<file path="config.mk">
export PLATFORM = sky130hd
export DESIGN_NAME = tam_top
export DESIGN_NICKNAME = d
export VERILOG_FILES = /design/src/tam_pkg.sv /design/src/tam_fault_queue.sv /design/src/tam_smb_slave.sv /design/src/tam_top.sv
export VERILOG_INCLUDE_DIRS = /design/src
export SDC_FILE = /design/constraint.sdc
export NUM_CORES = 1
export LEC_CHECK = 0
export BUFFER_PORTS_ARGS = -buffer_cell sky130_fd_sc_hd__buf_2
export CAP_MARGIN = 20
export CORE_UTILIZATION = 40
export CTS_CLUSTER_SIZE = 40
export DETAILED_ROUTE_END_ITERATION = 8
export PLACE_DENSITY = 0.67
export SETUP_SLACK_MARGIN = 0.2
export SYNTH_ARGS = -nofsm -noshare
export SYNTH_HDL_FRONTEND = slang
export SYNTH_SLANG_ARGS = --single-unit
</file>
<file path="constraint.sdc">
create_clock -name core_clk_i -period 4.1 [get_ports core_clk_i]
set_input_delay 1.23 -clock core_clk_i [delete_from_list [all_inputs] [get_ports core_clk_i]]
set_output_delay 1.23 -clock core_clk_i [all_outputs]
set_load 0.1 [all_outputs]
</file>
<file path="src/tam_params.svh">
// Register codes, reset values and timing figures of the temperature alarm block.
// Included by every module file; holds definitions only.
`ifndef TAM_PARAMS_SVH
`define TAM_PARAMS_SVH
// Command codes
`define TAM_REG_LTEMP 8'h00
`define TAM_REG_RTEMP 8'h01
`define TAM_REG_STATUS 8'h02
`define TAM_REG_CFG_RD 8'h03
`define TAM_REG_RATE_RD 8'h04
`define TAM_REG_LHI_RD 8'h05
`define TAM_REG_LLO_RD 8'h06
`define TAM_REG_RHI_RD 8'h07
`define TAM_REG_RLO_RD 8'h08
`define TAM_REG_CFG_WR 8'h09
`define TAM_REG_RATE_WR 8'h0a
`define TAM_REG_LHI_WR 8'h0b
`define TAM_REG_LLO_WR 8'h0c
`define TAM_REG_RHI_WR 8'h0d
`define TAM_REG_RLO_WR 8'h0e
`define TAM_CMD_ONESHOT 8'h0f
`define TAM_REG_RFRAC 8'h10
`define TAM_REG_LFRAC 8'h11
`define TAM_REG_ROT 8'h19
`define TAM_REG_LOT 8'h20
`define TAM_REG_HYS 8'h21
`define TAM_REG_QUEUE 8'h22
`define TAM_REG_MFR 8'hfe
`define TAM_REG_REV 8'hff
// Reset values and the remote sense fault code
`define TAM_RST_HI_LIM 8'h55
`define TAM_RST_LO_LIM 8'h00
`define TAM_RST_OT_LIM 8'h55
`define TAM_RST_ROT_ALT 8'h6e
`define TAM_RST_HYS 8'h0a
`define TAM_RST_QUEUE 8'h80
`define TAM_RST_RATE 8'h07
`define TAM_RST_PTR 8'h00
`define TAM_FAULT_CODE 8'h80
// Field positions
`define TAM_CFG_MASK_BIT 7
`define TAM_CFG_STBY_BIT 6
`define TAM_QLEN_MSB 2
`define TAM_QLEN_LSB 1
// Queue length codes and sample counts
`define TAM_QCODE_2 2'b01
`define TAM_QCODE_3 2'b11
`define TAM_QLEN_1 2'd1
`define TAM_QLEN_2 2'd2
`define TAM_QLEN_3 2'd3
// Bus addresses (7 bit)
`define TAM_DEV_ADDR 7'h4c
`define TAM_ARA_ADDR 7'h0c
// Timing: fastest conversion interval and core clock rate
`define TAM_FAST_PERIOD_MS 250
`define TAM_CLK_KHZ 200000
`define TAM_RATE_TOP 3'd6
`endif

</file>
<file path="src/tam_pkg.sv">
// Types shared by the temperature alarm block.
// Assumes nothing of its surroundings.
package tam_pkg;
  typedef logic [7:0] tam_byte_t;
  typedef enum logic [1:0] {TAM_CV_WAIT = 2'b01, TAM_CV_CONV = 2'b10} tam_cv_e;
  typedef enum logic [4:0] {
    TAM_SB_IDLE = 5'b00001,
    TAM_SB_RX = 5'b00010,
    TAM_SB_ACK = 5'b00100,
    TAM_SB_TX = 5'b01000,
    TAM_SB_MACK = 5'b10000
  } tam_smb_e;
endpackage : tam_pkg

</file>
<file path="src/tam_fault_queue.sv">
// Consecutive-fault counter for one alarm condition.
// Sampled once per finished conversion, on the core clock.
`timescale 1ns/1ps
`default_nettype none
`include "tam_params.svh"
module tam_fault_queue
  import tam_pkg::*;
(
  input wire logic core_clk_i,
  input wire logic srst_i,
  input wire logic sample_i,
  input wire logic cond_i,
  input wire logic [1:0] qlen_i,
  output logic hit_o,
  output logic present_o
);
  logic [1:0] cnt_r;
  logic [1:0] need_w;
  logic [1:0] cnt_nxt;

  // Reserved code 10 behaves as a length of one
  assign need_w = (qlen_i == `TAM_QCODE_3) ? `TAM_QLEN_3 :
                  (qlen_i == `TAM_QCODE_2) ? `TAM_QLEN_2 : `TAM_QLEN_1;
  assign cnt_nxt = (cnt_r == `TAM_QLEN_3) ? cnt_r : cnt_r + 2'd1;

  always_ff @(posedge core_clk_i) begin
    if (srst_i) begin
      cnt_r <= 2'd0;
      hit_o <= 1'b0;
      present_o <= 1'b0;
    end else if (sample_i) begin
      cnt_r <= cond_i ? cnt_nxt : 2'd0;
      hit_o <= cond_i && (cnt_nxt >= need_w);
      present_o <= cond_i;
    end
  end
endmodule : tam_fault_queue
`default_nettype wire

</file>
<file path="src/tam_smb_slave.sv">
// Two-wire byte-level slave: address match, command, data and read bytes.
// Pins are asynchronous; the core clock oversamples the bus clock.
`timescale 1ns/1ps
`default_nettype none
`include "tam_params.svh"
module tam_smb_slave
  import tam_pkg::*;
(
  input wire logic core_clk_i,
  input wire logic srst_i,
  input wire logic scl_i,
  input wire logic sda_i,
  output logic sda_o,
  output logic sda_oe_o,
  input wire logic alert_pend_i,
  input wire logic [7:0] rd_byte_i,
  output logic cmd_wr_o,
  output logic dat_wr_o,
  output logic [7:0] wr_byte_o,
  output logic rd_req_o,
  output logic ara_ok_o
);
  logic scl_s1_r, scl_s2_r, scl_d_r, sda_s1_r, sda_s2_r, sda_d_r;
  tam_smb_e st_r;
  logic [2:0] bit_r;
  logic [1:0] idx_r;
  logic [7:0] sh_r, tx_r, byte_w, load_w;
  logic done_r, ack_r, rd_r, ara_r;

  always_ff @(posedge core_clk_i) begin
    if (srst_i) begin
      {scl_s1_r, scl_s2_r, scl_d_r, sda_s1_r, sda_s2_r, sda_d_r} <= 6'h3f;
    end else begin
      {scl_s1_r, scl_s2_r, scl_d_r} <= {scl_i, scl_s1_r, scl_s2_r};
      {sda_s1_r, sda_s2_r, sda_d_r} <= {sda_i, sda_s1_r, sda_s2_r};
    end
  end

  wire scl_rise = scl_s2_r & ~scl_d_r;
  wire scl_fall = ~scl_s2_r & scl_d_r;
  wire bus_start = scl_s2_r & scl_d_r & sda_d_r & ~sda_s2_r;
  wire bus_stop = scl_s2_r & scl_d_r & ~sda_d_r & sda_s2_r;
  assign byte_w = {sh_r[6:0], sda_s2_r};
  assign load_w = ara_r ? {`TAM_DEV_ADDR, 1'b0} : rd_byte_i;
  assign sda_o = 1'b0;

  always_ff @(posedge core_clk_i) begin
    if (srst_i) begin
      st_r <= TAM_SB_IDLE;
      {bit_r, idx_r, sh_r, tx_r} <= 21'h0;
      {done_r, ack_r, rd_r, ara_r, sda_oe_o} <= 5'h0;
      {cmd_wr_o, dat_wr_o, rd_req_o, ara_ok_o} <= 4'h0;
      wr_byte_o <= 8'h00;
    end else begin
      {cmd_wr_o, dat_wr_o, rd_req_o, ara_ok_o} <= 4'h0;
      if (bus_start) begin
        st_r <= TAM_SB_RX;
        {bit_r, idx_r, done_r, sda_oe_o} <= 7'h0;
      end else if (bus_stop) begin
        st_r <= TAM_SB_IDLE;
        sda_oe_o <= 1'b0;
      end else begin
        case (st_r)
          TAM_SB_RX: begin
            if (scl_rise) begin
              sh_r <= byte_w;
              bit_r <= bit_r + 3'd1;
              if (bit_r == 3'd7) begin
                done_r <= 1'b1;
                wr_byte_o <= byte_w;
                if (idx_r == 2'd0) begin
                  rd_r <= byte_w[0];
                  ara_r <= (byte_w[7:1] == `TAM_ARA_ADDR);
                  ack_r <= (byte_w[7:1] == `TAM_DEV_ADDR) ||
                           ((byte_w[7:1] == `TAM_ARA_ADDR) && byte_w[0] && alert_pend_i);
                  rd_req_o <= (byte_w[7:1] == `TAM_DEV_ADDR) && byte_w[0];
                end else begin
                  ack_r <= 1'b1;
                  cmd_wr_o <= (idx_r == 2'd1);
                  dat_wr_o <= (idx_r == 2'd2);
                end
              end
            end else if (scl_fall && done_r) begin
              done_r <= 1'b0;
              sda_oe_o <= ack_r;
              st_r <= ack_r ? TAM_SB_ACK : TAM_SB_IDLE;
            end
          end
          TAM_SB_ACK: begin
            if (scl_fall) begin
              bit_r <= 3'd0;
              if (rd_r) begin
                sda_oe_o <= ~load_w[7];
                tx_r <= {load_w[6:0], 1'b1};
                st_r <= TAM_SB_TX;
              end else begin
                sda_oe_o <= 1'b0;
                idx_r <= (idx_r == 2'd3) ? idx_r : idx_r + 2'd1;
                st_r <= TAM_SB_RX;
              end
            end
          end
          TAM_SB_TX: begin
            if (scl_rise) begin
              bit_r <= bit_r + 3'd1;
              done_r <= (bit_r == 3'd7);
              if (!sda_oe_o && !sda_s2_r) begin
                st_r <= TAM_SB_IDLE;
              end
            end else if (scl_fall) begin
              done_r <= 1'b0;
              sda_oe_o <= done_r ? 1'b0 : ~tx_r[7];
              tx_r <= {tx_r[6:0], 1'b1};
              st_r <= done_r ? TAM_SB_MACK : TAM_SB_TX;
            end
          end
          TAM_SB_MACK: begin
            if (scl_rise) begin
              ara_ok_o <= ara_r;
              st_r <= sda_s2_r ? TAM_SB_IDLE : TAM_SB_ACK;
            end
          end
          default: st_r <= TAM_SB_IDLE;
        endcase
      end
    end
  end
endmodule : tam_smb_slave
`default_nettype wire

</file>
<file path="src/tam_top.sv">
// Alarm, status and register logic of a two-channel temperature monitor.
// Conversion front end sits on the core clock; bus pins are asynchronous.
`timescale 1ns/1ps
`default_nettype none
`include "tam_params.svh"
module tam_top
  import tam_pkg::*;
#(
  parameter logic [31:0] FAST_INTERVAL_CYC = `TAM_FAST_PERIOD_MS * `TAM_CLK_KHZ,
  parameter logic [7:0] MFR_ID = 8'h5a, // Arbitrary value
  parameter logic [7:0] REV_ID = 8'h01 // Arbitrary value
) (
  input wire logic core_clk_i,
  input wire logic srst_i,
  input wire logic rot_alt_i,
  input wire logic scl_i,
  input wire logic sda_i,
  output logic sda_o,
  output logic sda_oe_o,
  output logic alert_n_o,
  output logic alert_oe_o,
  output logic overtemp_out_n_o,
  output logic conv_start_o,
  input wire logic conv_done_i,
  input wire logic [7:0] local_temp_i,
  input wire logic [2:0] local_frac_i,
  input wire logic [7:0] remote_temp_i,
  input wire logic [2:0] remote_frac_i,
  input wire logic sense_open_i,
  input wire logic sense_short_i
);
  tam_cv_e cv_r;
  logic [31:0] tmr_r, interval_w;
  logic [2:0] shamt_w;
  logic kick_r, eval_r, alert_latch_r, loc_ot_r, rem_ot_r;
  logic cfg_mask_r, cfg_stby_r, os_go_w, stat_rd_w;
  logic cmd_wr_w, dat_wr_w, rd_req_w, ara_ok_w;
  tam_byte_t wr_byte_w, rd_byte_r, rd_mux_w, ptr_r, rate_r;
  tam_byte_t lhl_r, lll_r, rhl_r, rll_r, lot_lim_r, rot_lim_r, hys_r, queue_r;
  tam_byte_t lt_r, rt_r, rt_w, status_w;
  logic [2:0] lfr_r, rfr_r;
  logic [4:0] cond_w, hit_w, present_w, flags_r;

  // Bus slave
  tam_smb_slave u_smb (
    .core_clk_i(core_clk_i),
    .srst_i(srst_i),
    .scl_i(scl_i),
    .sda_i(sda_i),
    .sda_o(sda_o),
    .sda_oe_o(sda_oe_o),
    .alert_pend_i(alert_oe_o),
    .rd_byte_i(rd_byte_r),
    .cmd_wr_o(cmd_wr_w),
    .dat_wr_o(dat_wr_w),
    .wr_byte_o(wr_byte_w),
    .rd_req_o(rd_req_w),
    .ara_ok_o(ara_ok_w)
  );

  // Conversion scheduling
  assign shamt_w = (rate_r[2:0] >= `TAM_RATE_TOP) ? 3'd0 : `TAM_RATE_TOP - rate_r[2:0];
  assign interval_w = FAST_INTERVAL_CYC << shamt_w;
  assign os_go_w = cmd_wr_w && (wr_byte_w == `TAM_CMD_ONESHOT) && (cv_r == TAM_CV_WAIT);

  always_ff @(posedge core_clk_i) begin
    if (srst_i) begin
      cv_r <= TAM_CV_WAIT;
      tmr_r <= 32'd0;
      kick_r <= 1'b1;
      conv_start_o <= 1'b0;
    end else begin
      conv_start_o <= 1'b0;
      tmr_r <= cfg_stby_r ? 32'd0 : tmr_r + 32'd1;
      case (cv_r)
        TAM_CV_WAIT: begin
          if (kick_r || os_go_w || (!cfg_stby_r && tmr_r >= interval_w - 32'd1)) begin
            cv_r <= TAM_CV_CONV;
            conv_start_o <= 1'b1;
            tmr_r <= 32'd0;
            kick_r <= 1'b0;
          end
        end
        TAM_CV_CONV: begin
          if (conv_done_i) begin
            cv_r <= TAM_CV_WAIT;
          end
        end
        default: cv_r <= TAM_CV_WAIT;
      endcase
    end
  end

  // Result capture and limit comparison
  assign rt_w = (sense_open_i || sense_short_i) ? `TAM_FAULT_CODE : remote_temp_i;
  assign cond_w = {local_temp_i >= lhl_r, local_temp_i < lll_r,
                   rt_w >= rhl_r, rt_w < rll_r, sense_open_i};

  always_ff @(posedge core_clk_i) begin
    if (srst_i) begin
      {lt_r, rt_r} <= 16'h0;
      {lfr_r, rfr_r} <= 6'h0;
      eval_r <= 1'b0;
    end else begin
      eval_r <= conv_done_i && (cv_r == TAM_CV_CONV);
      if (conv_done_i && (cv_r == TAM_CV_CONV)) begin
        lt_r <= local_temp_i;
        lfr_r <= local_frac_i;
        rt_r <= rt_w;
        rfr_r <= (sense_open_i || sense_short_i) ? 3'd0 : remote_frac_i;
      end
    end
  end

  // One queue per alert condition
  for (genvar gi = 0; gi < 5; gi++) begin : g_queue
    tam_fault_queue u_fq (
      .core_clk_i(core_clk_i),
      .srst_i(srst_i),
      .sample_i(conv_done_i && (cv_r == TAM_CV_CONV)),
      .cond_i(cond_w[gi]),
      .qlen_i(queue_r[`TAM_QLEN_MSB:`TAM_QLEN_LSB]),
      .hit_o(hit_w[gi]),
      .present_o(present_w[gi])
    );
  end

  // Status flags and interrupt latch; a set beats a clear
  assign stat_rd_w = rd_req_w && (ptr_r == `TAM_REG_STATUS);

  always_ff @(posedge core_clk_i) begin
    if (srst_i) begin
      flags_r <= 5'h0;
      alert_latch_r <= 1'b0;
      alert_oe_o <= 1'b0;
    end else begin
      flags_r <= (flags_r & ~(stat_rd_w ? ~present_w : 5'h0)) |
                 (eval_r ? hit_w : 5'h0);
      if (eval_r && |hit_w) begin
        alert_latch_r <= 1'b1;
      end else if ((stat_rd_w || ara_ok_w) && !(|present_w)) begin
        alert_latch_r <= 1'b0;
      end
      alert_oe_o <= alert_latch_r && !cfg_mask_r;
    end
  end
  assign alert_n_o = 1'b0;

  // Overtemperature with hysteresis
  always_ff @(posedge core_clk_i) begin
    if (srst_i) begin
      loc_ot_r <= 1'b0;
      rem_ot_r <= 1'b0;
    end else if (eval_r) begin
      if (lt_r >= lot_lim_r) begin
        loc_ot_r <= 1'b1;
      end else if ({1'b0, lt_r} + {1'b0, hys_r} < {1'b0, lot_lim_r}) begin
        loc_ot_r <= 1'b0;
      end
      if (rt_r >= rot_lim_r) begin
        rem_ot_r <= 1'b1;
      end else if ({1'b0, rt_r} + {1'b0, hys_r} < {1'b0, rot_lim_r}) begin
        rem_ot_r <= 1'b0;
      end
    end
  end
  assign overtemp_out_n_o = !(loc_ot_r || rem_ot_r);

  // Register writes and command pointer
  always_ff @(posedge core_clk_i) begin
    if (srst_i) begin
      ptr_r <= `TAM_RST_PTR;
      {cfg_mask_r, cfg_stby_r} <= 2'b00;
      rate_r <= `TAM_RST_RATE;
      {lhl_r, rhl_r} <= {`TAM_RST_HI_LIM, `TAM_RST_HI_LIM};
      {lll_r, rll_r} <= {`TAM_RST_LO_LIM, `TAM_RST_LO_LIM};
      {lot_lim_r, rot_lim_r} <= {`TAM_RST_OT_LIM, `TAM_RST_OT_LIM};
      hys_r <= `TAM_RST_HYS;
      queue_r <= `TAM_RST_QUEUE;
    end else begin
      if (cmd_wr_w) begin
        ptr_r <= wr_byte_w;
      end
      // Strap taken in the first cycle after reset, while the power-up kick stands
      if (kick_r && rot_alt_i) begin
        rot_lim_r <= `TAM_RST_ROT_ALT;
      end
      if (dat_wr_w) begin
        case (ptr_r)
          `TAM_REG_CFG_WR: begin
            cfg_mask_r <= wr_byte_w[`TAM_CFG_MASK_BIT];
            cfg_stby_r <= wr_byte_w[`TAM_CFG_STBY_BIT];
          end
          `TAM_REG_RATE_WR: rate_r <= wr_byte_w;
          `TAM_REG_LHI_WR: lhl_r <= wr_byte_w;
          `TAM_REG_LLO_WR: lll_r <= wr_byte_w;
          `TAM_REG_RHI_WR: rhl_r <= wr_byte_w;
          `TAM_REG_RLO_WR: rll_r <= wr_byte_w;
          `TAM_REG_ROT: rot_lim_r <= wr_byte_w;
          `TAM_REG_LOT: lot_lim_r <= wr_byte_w;
          `TAM_REG_HYS: hys_r <= wr_byte_w;
          `TAM_REG_QUEUE: queue_r <= wr_byte_w;
          default: ;
        endcase
      end
    end
  end

  // Read path
  assign status_w = {cv_r == TAM_CV_CONV, flags_r, rem_ot_r, loc_ot_r};

  always_comb begin
    case (ptr_r)
      `TAM_REG_LTEMP: rd_mux_w = lt_r;
      `TAM_REG_RTEMP: rd_mux_w = rt_r;
      `TAM_REG_STATUS: rd_mux_w = status_w;
      `TAM_REG_CFG_RD: rd_mux_w = {cfg_mask_r, cfg_stby_r, 6'h00};
      `TAM_REG_RATE_RD: rd_mux_w = rate_r;
      `TAM_REG_LHI_RD: rd_mux_w = lhl_r;
      `TAM_REG_LLO_RD: rd_mux_w = lll_r;
      `TAM_REG_RHI_RD: rd_mux_w = rhl_r;
      `TAM_REG_RLO_RD: rd_mux_w = rll_r;
      `TAM_REG_RFRAC: rd_mux_w = {rfr_r, 5'h00};
      `TAM_REG_LFRAC: rd_mux_w = {lfr_r, 5'h00};
      `TAM_REG_ROT: rd_mux_w = rot_lim_r;
      `TAM_REG_LOT: rd_mux_w = lot_lim_r;
      `TAM_REG_HYS: rd_mux_w = hys_r;
      `TAM_REG_QUEUE: rd_mux_w = queue_r;
      `TAM_REG_MFR: rd_mux_w = MFR_ID;
      `TAM_REG_REV: rd_mux_w = REV_ID;
      default: rd_mux_w = 8'h00;
    endcase
  end

  // Snapshot at the address byte, stable for the whole read
  always_ff @(posedge core_clk_i) begin
    if (srst_i) begin
      rd_byte_r <= 8'h00;
    end else if (rd_req_w) begin
      rd_byte_r <= rd_mux_w;
    end
  end
endmodule : tam_top
`default_nettype wire

</file>
* Word-level counts from Yosys, hierarchy flattened
Index checks and enable logic that the tools add are counted.
Word-level totals: register bits 226, word-level logic and storage cells 325, input port bits 30
Operators by class: reduce and logical (&&, ||, !) cells 72, $add $sub $neg 12, muxes and demuxes 72, eq/ne operators 62, shift-type cells 1, bitwise gates (word level) 27, order comparisons 15
Operators by type and width (number):
- one-hot mux 8 bit (17 select lines) | 1
- 2-to-1 mux 32 bit | 3
- 2-to-1 mux 8 bit | 9
- == test 8 x 4 -> 1 bit (second input constant) | 8
- 2-to-1 mux 5 bit | 10
- adder 32 x 1 -> 32 bit (second input constant) | 1
- == test 8 x 3 -> 1 bit (second input constant) | 4
- >= comparator 32 bit | 1
- >= comparator 8 bit | 4
- 2-to-1 mux 2 bit | 16
- left shift 26 x 3 -> 32 bit (first input constant) | 1
- subtractor 32 x 1 -> 32 bit (second input constant) | 1
- AND reduction 2 bit | 13
- == test 8 x 5 -> 1 bit (second input constant) | 3
- == test 8 x 6 -> 1 bit (second input constant) | 3
- AND reduction 6 bit | 4
- 2-to-1 mux 1 bit | 20
- one-hot mux 5 bit (4 select lines) | 1
- logical AND 1 bit | 19
- adder 8 x 8 -> 9 bit | 2
- == test 2 bit (second input constant) | 9
- less-than comparator 9 x 8 -> 1 bit | 2
- 2-to-1 mux 3 bit | 6
- == test 8 x 2 -> 1 bit (second input constant) | 2
- other kinds (48) | 118

* Longest topological paths before layout
Gate-level depths: netlist of the first run.
depth after elaboration 9, gate-level depth with buffers 18, depth with buffers taken out 16

* Modules after synthesis
From an unflattened synthesis of the first run, not the netlist that was laid out.
Second synthesis, totals: cells, all modules 1644, area total of the unflattened synthesis 13586.8 um^2
Modules (own cells, without submodules):
- tam_top | instances 1, sequential area each 3163.0 um^2, area an instance 10104.7 um^2, cells an instance 1256
- tam_smb_slave | instances 1, sequential area each 960.9 um^2, area an instance 2412.3 um^2, cells an instance 263
- tam_fault_queue | instances 5, sequential area each 80.1 um^2, area an instance 214.0 um^2, cells an instance 25

* Worst setup path before layout of the first run
No wires, ideal clock.
kind reg-to-reg, start register rate_r[2], end register tmr_r[22], setup time 0.092 ns, arrival 3.487 ns, slack 0.521 ns, stages on the path, launching flop included 19, required time 4.008 ns, cell sequence dfxtp_1 -> ha_1 -> clkbuf_1 -> inv_1 -> nand2_1 -> nor2_1 -> nand2_1 -> ha_1 -> or3_1 -> a21oi_1 -> nor3_1 -> ha_1 -> a21oi_1 -> o21ai_0 -> a2111oi_0 -> and4_1 -> a21boi_1 -> buf_2 -> nor4_1
Between the ends: longest elaborated chain between the ends 9, elaborated cells on any way between the ends 10, those cells by class add/sub: 2; order compare: 2; shift: 1; mux: 3; reduce/logical: 2
Ends and longest elaborated chain:
- start: declaration | line tam_top.sv:38 | tam_byte_t wr_byte_w, rd_byte_r, rd_mux_w, ptr_r, rate_r;
- start signal: assignment | line tam_top.sv:174 | rate_r <= `TAM_RST_RATE;
- start signal: assignment | line tam_top.sv:194 | `TAM_REG_RATE_WR: rate_r <= wr_byte_w;
- subtractor 3 bit (no source line) or >= comparator 3 bit (tied branches)
- 2-to-1 mux 3 bit (*) | line tam_top.sv:62 | assign shamt_w = (rate_r[2:0] >= `TAM_RATE_TOP) ? 3'd0 : `TAM_RATE_TOP - rate_r[2:0];
- left shift 26 x 3 -> 32 bit (*) | line tam_top.sv:63 | assign interval_w = FAST_INTERVAL_CYC << shamt_w;
- subtractor 32 x 1 -> 32 bit (*) | line tam_top.sv:77 | if (kick_r || os_go_w || (!cfg_stby_r && tmr_r >= interval_w - 32'd1)) begin
- >= comparator 32 bit (*) | line tam_top.sv:77
- logical AND 1 bit (*) | line tam_top.sv:77
- logical OR 1 bit (*) | line tam_top.sv:77
- 2-to-1 mux 32 bit (*) | line tam_top.sv:77
- 2-to-1 mux 32 bit (*) | line tam_top.sv:75 | case (cv_r)
- end signal: assignment | line tam_top.sv:74 | tmr_r <= cfg_stby_r ? 32'd0 : tmr_r + 32'd1;
- end: declaration | line tam_top.sv:33 | logic [31:0] tmr_r, interval_w;
Mark *: on every way between the ends. The rest lies on a longest branch, timed or not. A chain may end at the register's enable or synchronous reset.

* Final worst setup path of the first run
start register rate_r[1], end register tmr_r[15]
The elaborated chain is that of the path after synthesis.

==> flow_metrics.env, run 1 <==
export IMPL_fmax_mhz=269
export IMPL_synthArstFlopShare_pct=0
export IMPL_die_w_um=184
export IMPL_post_route_period_util_pct=90.8
export IMPL_clk_latency_ps=550
export IMPL_crit_family="simple AND/OR/NAND/NOR gates"
export IMPL_core_area_um2=32500
export IMPL_cp_endpoint="tmr_r[15]"
export IMPL_synth_edf_count=0
export IMPL_clkSinkCount=226
export IMPL_drc=0
export IMPL_clockBufferDepth=3
export IMPL_fin_nets=1701
export IMPL_synth_cell_types=81
export IMPL_reg2reg_depth=17
export IMPL_grt_max_degree=102
export IMPL_reg2reg_slack_ps=380
export IMPL_dieHeight_um=184
export IMPL_drt_iter0_markers=929
export IMPL_first_pass_iters=5
export IMPL_timing_rr_end="tmr_r[15]"
export IMPL_worst_path_stages=17
export IMPL_startpoint="rate_r[1]"
export IMPL_power_density_nw_per_um2=347
export IMPL_viasPerCell=5.73
export IMPL_totalWireLength_um=37700
export IMPL_drive_gt1_share_pct=10.2
export IMPL_drv_cap=0
export IMPL_yosysWarnings=0
export IMPL_finalSetupViolations=0
export IMPL_worst_path_max_fanout=32
export IMPL_htreeDepth=1
export IMPL_avgSynthCellArea_um2=8.54
export IMPL_cts_root_buf="clkbuf_16"
export IMPL_setup_tns_ps=0
export IMPL_vdd_drop_max_v=0.000359
export IMPL_grtUsageTotal_pct=22.1
export IMPL_cp_cell_sequence="ha_1, inv_2, nand2_2, nor2_2, nand2_1, ha_2, or3_1, a21oi_1, nor3_1, ha_1, a21oi_1, o21ai_0, a2111oi_1, and4_1, a21boi_2, buf_12, nor4_1"
export IMPL_pin_count=36
export IMPL_cts_tree="yes"
export IMPL_grt_pass1_wl_um=59100
export IMPL_ys_ff_latch=226
export IMPL_numPortBuffers=33
export IMPL_setup_worst_path_start_class="register"
export IMPL_start_util_pct=40.6
export IMPL_grt_setup_unrepaired="no"
export IMPL_drtAntennaViolNets=0
export IMPL_max_slew_margin_rel_pct=31.3
export IMPL_grt_ovfl_total=0
export IMPL_vias=11500
export IMPL_hold_class="reg2reg"
export IMPL_skew_ps=28.6
export IMPL_slew_violations=0
export IMPL_holdPathStages=1
export IMPL_reg2reg_from="rate_r[1]"
export IMPL_grt_pass1_vias=10700
export IMPL_cp_end_kind="register"
export IMPL_die_area_um2=33800
export IMPL_outcome="finished clean"
export IMPL_syn_cell_area_um2=13200
export IMPL_path_class="reg2reg"
export IMPL_area_growth_pct=11.9
export IMPL_final_util_pct=45.5
export IMPL_post_dp_hpwl_um=27100
export IMPL_cts_buffers=26
export IMPL_clk_pin_slew_worst_paths_ps=60
export IMPL_hold_viol=0
export IMPL_cp_slowest_cell="a2111oi_1"
export IMPL_rows=66
export IMPL_period_needed_ps=3720
export IMPL_yosysSeqAreaShare_pct=34.2
export IMPL_synthFlopType="dfxtp_1"
export IMPL_cpPeakStageDelay_ps=430
export IMPL_worstPathBufferInverterCount=2
export IMPL_whs_ps=434
export IMPL_cellLeakagePower_uw=0.00580
export IMPL_wl_per_cell_um=18.8
export IMPL_required_ps=4520
export IMPL_arrival_ps=4150
export IMPL_antenna_found_initial=1
export IMPL_synthCells=1549
export IMPL_gp_congestion=0.968
export IMPL_tightest_slew_ps=1030
==> final cells by class <==
class	count	area (µm²)
sequential	226	4520
timing repair buffer	55	362
fill	3167	17700
tap	442	553
clock buffer	32	693
multi-input combinational	1162	8110
inverter	73	274
antenna	1	2.50
clock inverter	16	280
==> repair_timing <==
| item | in CTS | in global routing |
|---|---|---|
| hold endpoints to repair | 0 | 0 |
| hold buffers | 0 | 0 |
| buffers inserted | 0 | 0 |
| endpoints found under the setup margin | 0 | 33 |
| resized for setup | 0 | 19 |
==> registers in the layout, indices dropped and copies added, names as in the netlist, 7 cells and up <==
name,count
rd_byte_r,8
rll_r,8
queue_r,8
u_smb.tx_r,8
lt_r,8
lot_lim_r,8
ptr_r,8
lll_r,8
rate_r,8
lhl_r,8
tmr_r,32
u_smb.sh_r,7
rt_r,8
g_queue.u_fq.cnt_r,10
rhl_r,8
rot_lim_r,8
u_smb.wr_byte_o,8
hys_r,8
==> logic make-up after synthesis <==
kind of cell	share of synthesized area, %
xor+xnor	3.31
other cells	0.0284
compound gates	15.8
flops	34.2
simple gates	22.7
mux	6.73
fa+ha+maj	12.1
buf+inv	5.03
==> worst min-delay path by stage <==
stage / slack, ps / from / end
3_3_place_gp: 390 / u_smb.sda_s1_r / u_smb.sda_s2_r
6_report: 430 / u_smb.scl_s1_r / u_smb.scl_s2_r
2_1_floorplan: 390 / u_smb.scl_s1_r / u_smb.scl_s2_r
3_5_place_dp: 400 / u_smb.scl_s1_r / u_smb.scl_s2_r
4_1_cts: 420 / u_smb.scl_s1_r / u_smb.scl_s2_r
5_1_grt: 450 / u_smb.scl_s1_r / u_smb.scl_s2_r
==> placed cells by master (no fill, tap or decap), types with 7 or more instances in the layout <==
master / instances
mux4_2: 10
nand4_1: 15
a22o_1: 7
inv_1: 72
nand3_1: 51
a211o_1: 19
o21ai_0: 52
bufinv_16: 7
mux2i_1: 63
clkbuf_16: 26
nand2_1: 155
and2_1: 12
a21o_1: 18
nand2b_1: 22
buf_2: 32
a22oi_1: 17
or2_2: 13
and4_1: 7
dfxtp_1: 226
o211ai_1: 10
a21oi_1: 111
nor4_2: 7
a211oi_1: 13
nor2b_1: 18
and3_1: 10
a2111oi_0: 8
nor2_1: 152
ha_1: 124
xor2_1: 30
nor3_1: 27
nor4_1: 29
buf_4: 20
nor3b_1: 15
xnor2_1: 20
nand3b_1: 12
==> cells in the mapped netlist (30+ instances only) <==
master	count	area (µm²)
clkbuf_1	54	203
ha_1	125	1560
inv_1	73	274
nor2_1	153	574
a21oi_1	111	556
dfxtp_1	226	4520
o21ai_0	52	260
nor4_1	37	231
mux2i_1	63	631
xor2_1	30	263
nand3_1	51	255
nand2_1	156	586
==> per-layer routing <==
metal | global-route usage, % | wire (µm) | vias to the layer above | part of all wire, %
met5 | 0 | 0 | - | 0
met4 | 7.77 | 1300 | 0 | 3.5
met3 | 3.31 | 2370 | 85 | 6.3
met2 | 35.7 | 17100 | 394 | 45
met1 | 29.8 | 16900 | 5488 | 45
li1 | - | - | 5542 | -
==> through the flow <==
| stage | cell area, µm² | worst slack (ps) | std cells | total power (µW) |
|---|---|---|---|---|
| 3_5_place_dp | 13700 | 268 | 1958 | 2530 |
| 4_1_cts | 14700 | 218 | 2006 | 5150 |
| 3_3_place_gp | 13700 | 395 | 1958 | 2530 |
| 5_1_grt | 14800 | 113 | 2006 | 5280 |
| 6_report | 14800 | 378 | 2007 | 5130 |
| 2_1_floorplan | 13200 | 521 | 1550 | 2450 |
==> power by group <==
part	internal, µW	switching (µW)
clock network	1650	984
registers	2220	25.2
logic	86.7	166
No activity file was read; power rests on OpenSTA's default activity.
==> run 2, diff against run 1 <==
CORE_MARGIN = 2   (was unset)
==> run 2 against run 1 <==
  * Global-route usage decreased by 0.24 points
  * Largest power group unchanged
  * Hold slack worse by 28 ps
  * Critical path type unchanged
  * Sequential power barely moved
  * Register-to-register slack better by 70 ps
  * Critical path depth unchanged
  * Routed wire length down 0.14%
  * Core utilization decreased by 0.58 points
  * Worst setup slack better by 73 ps
  * Combinational power fell by 2%
==> flow_metrics.env, run 2 (synthesis results as in run 1) <==
export IMPL_outcome="finished clean"
export IMPL_grt_ovfl_total=0
export IMPL_totalWireLength_um=37600
export IMPL_cp_endpoint="tmr_r[28]"
export IMPL_cellLeakagePower_uw=0.00576
export IMPL_p_total_uw=4750
export IMPL_crit_family="simple AND/OR/NAND/NOR gates"
export IMPL_clockPowerShare_pct=47.5
export IMPL_wl_per_cell_um=18.7
export IMPL_cp_end_kind="register"
export IMPL_cpPeakStageDelay_ps=380
export IMPL_post_route_period_util_pct=89.0
export IMPL_cp_cell_sequence="ha_1, inv_2, nand2_2, nor2_2, nand2_1, ha_1, or3_1, a21oi_1, nor3_1, ha_1, a21oi_1, o21ai_0, a2111oi_0, and4_1, a21boi_2, buf_6, nor4_1"
export IMPL_max_slew_margin_rel_pct=44.5
export IMPL_start_util_pct=40.6
export IMPL_place_inst=1960
export IMPL_drive_gt1_share_pct=10.0
export IMPL_fillers=3232
export IMPL_power_density_nw_per_um2=325
export IMPL_arrival_ps=4080
export IMPL_cts_buffers=25
export IMPL_setup_tns_ps=0
export IMPL_stdcell_count=2006
export IMPL_fmax_mhz=274
export IMPL_startpoint="rate_r[1]"
export IMPL_grt_max_degree=56
export IMPL_reg2reg_from="rate_r[1]"
export IMPL_worst_path_stages=17
export IMPL_clk_latency_ps=540
export IMPL_cts_tree="yes"
export IMPL_seqCellArea_um2=4530
export IMPL_numPortBuffers=33
export IMPL_clockBufferDepth=3
export IMPL_layout_commonest_cell="dfxtp_1"
export IMPL_vdd_drop_max_v=0.000263
export IMPL_post_cts_buffers=0
export IMPL_final_util_pct=44.9
export IMPL_cp_slowest_cell="dfxtp_1"
export IMPL_area_growth_pct=10.5
export IMPL_vias=11400
export IMPL_grt_use_met2_pct=35.9
export IMPL_worst_path_max_fanout=32
export IMPL_mostFrequentLayoutCells="dfxtp_1, nand2_1, nor2_1"
export IMPL_antenna_found_initial=0
export IMPL_path_common_cell="ha_1"
export IMPL_hold_class="reg2reg"
export IMPL_reg2reg_depth=17
export IMPL_pin_count=36
export IMPL_drt_iter0_markers=959
export IMPL_drv_cap=0
export IMPL_multi_input_area_um2=8080
export IMPL_seq_power_share_pct=47.2
export IMPL_top_regs="tmr_r x32, g_queue.u_fq.cnt_r x10"
export IMPL_p_int_uw=3610
export IMPL_combPwrFrac_pct=5.3
export IMPL_period_needed_ps=3650
export IMPL_rows=66
export IMPL_htreeDepth=1
export IMPL_largest_reg_flops=32
export IMPL_grt_pass1_wl_um=59500
export IMPL_viasPerCell=5.66
export IMPL_drtAntennaViolNets=0
export IMPL_clkSinkCount=226
export IMPL_grtUsageTotal_pct=21.8
export IMPL_setup_worst_path_start_class="register"
export IMPL_finalSetupViolations=0
export IMPL_dieHeight_um=186
export IMPL_cts_root_buf="clkbuf_16"
export IMPL_clk_pin_slew_worst_paths_ps=60
export IMPL_first_pass_iters=7
export IMPL_tightest_slew_ps=825
export IMPL_reg2reg_slack_ps=450
export IMPL_hold_viol=0
export IMPL_core_area_um2=32500
export IMPL_post_dp_hpwl_um=27400
export IMPL_n_antenna_cell=0
export IMPL_timing_rr_end="tmr_r[28]"
export IMPL_skew_ps=14.6
export IMPL_grt_setup_unrepaired="no"
export IMPL_top_usage_layer="met2"
export IMPL_grtUsageMet1_pct=30.3
export IMPL_slew_violations=0
export IMPL_grt_use_met3_pct=2.60
export IMPL_path_class="reg2reg"
export IMPL_fin_nets=1702
export IMPL_drc=0
export IMPL_gp_congestion=0.969
export IMPL_worstPathBufferInverterCount=2
export IMPL_required_ps=4530
export IMPL_die_area_um2=34500
export IMPL_switching_share_pct=24.0
export IMPL_die_w_um=186
export IMPL_grt_pass1_vias=10700
export IMPL_top_register="tmr_r"
export IMPL_p_sw_uw=1140
## run 2: final cells by class
cell class / instances / share of cell area [%]
multi-input combinational: 1162 / 55.3
sequential: 226 / 31.0
clock buffer: 31 / 4.64
tap: 442 / 3.78
timing repair buffer: 57 / 2.43
inverter: 73 / 1.88
clock inverter: 15 / 1.02
## run 2: worst min-delay path by stage
stage                               from              to  slack [ps]  cells past startpoint
after floorplan           u_smb.scl_s1_r  u_smb.scl_s2_r         390                      1
after global placement    u_smb.sda_s1_r  u_smb.sda_s2_r         390                      1
after detailed placement  u_smb.scl_s1_r  u_smb.scl_s2_r         400                      1
after CTS                 u_smb.scl_s1_r  u_smb.scl_s2_r         410                      1
after global routing      u_smb.scl_s1_r  u_smb.scl_s2_r         420                      1
final                     u_smb.scl_s1_r  u_smb.scl_s2_r         410                      1
## run 2: timing repair
item | CTS | global route
hold buffers | 0 | 0
setup endpoints to repair | 0 | 33
gates resized for setup | 0 | 11
hold endpoints to repair | 0 | 0
## run 2: power groups by stage
stage / clock (µW) / combinational (µW) / sequential [µW]
2_1_floorplan: 0 / 163 / 2290
3_3_place_gp: 0 / 236 / 2290
3_5_place_dp: 0 / 243 / 2290
4_1_cts: 2290 / 244 / 2240
5_1_grt: 2390 / 276 / 2240
6_report: 2260 / 249 / 2240
## run 2: metrics by stage
| stage | instance area [µm²] | hold slack, ps | worst slack [ps] |
|---|---|---|---|
| after floorplan | 13200 | 389 | 521 |
| after global placement | 13700 | 390 | 376 |
| after detailed placement | 13700 | 395 | 263 |
| after CTS | 14600 | 409 | 247 |
| after global routing | 14600 | 423 | 219 |
| final | 14600 | 406 | 451 |
## run 2: layer usage
layer	vias to the layer above	share of wire, %
li1	5541	-
met5	-	0
met1	5378	45
met2	392	47
met3	42	6.0
met4	0	2.1
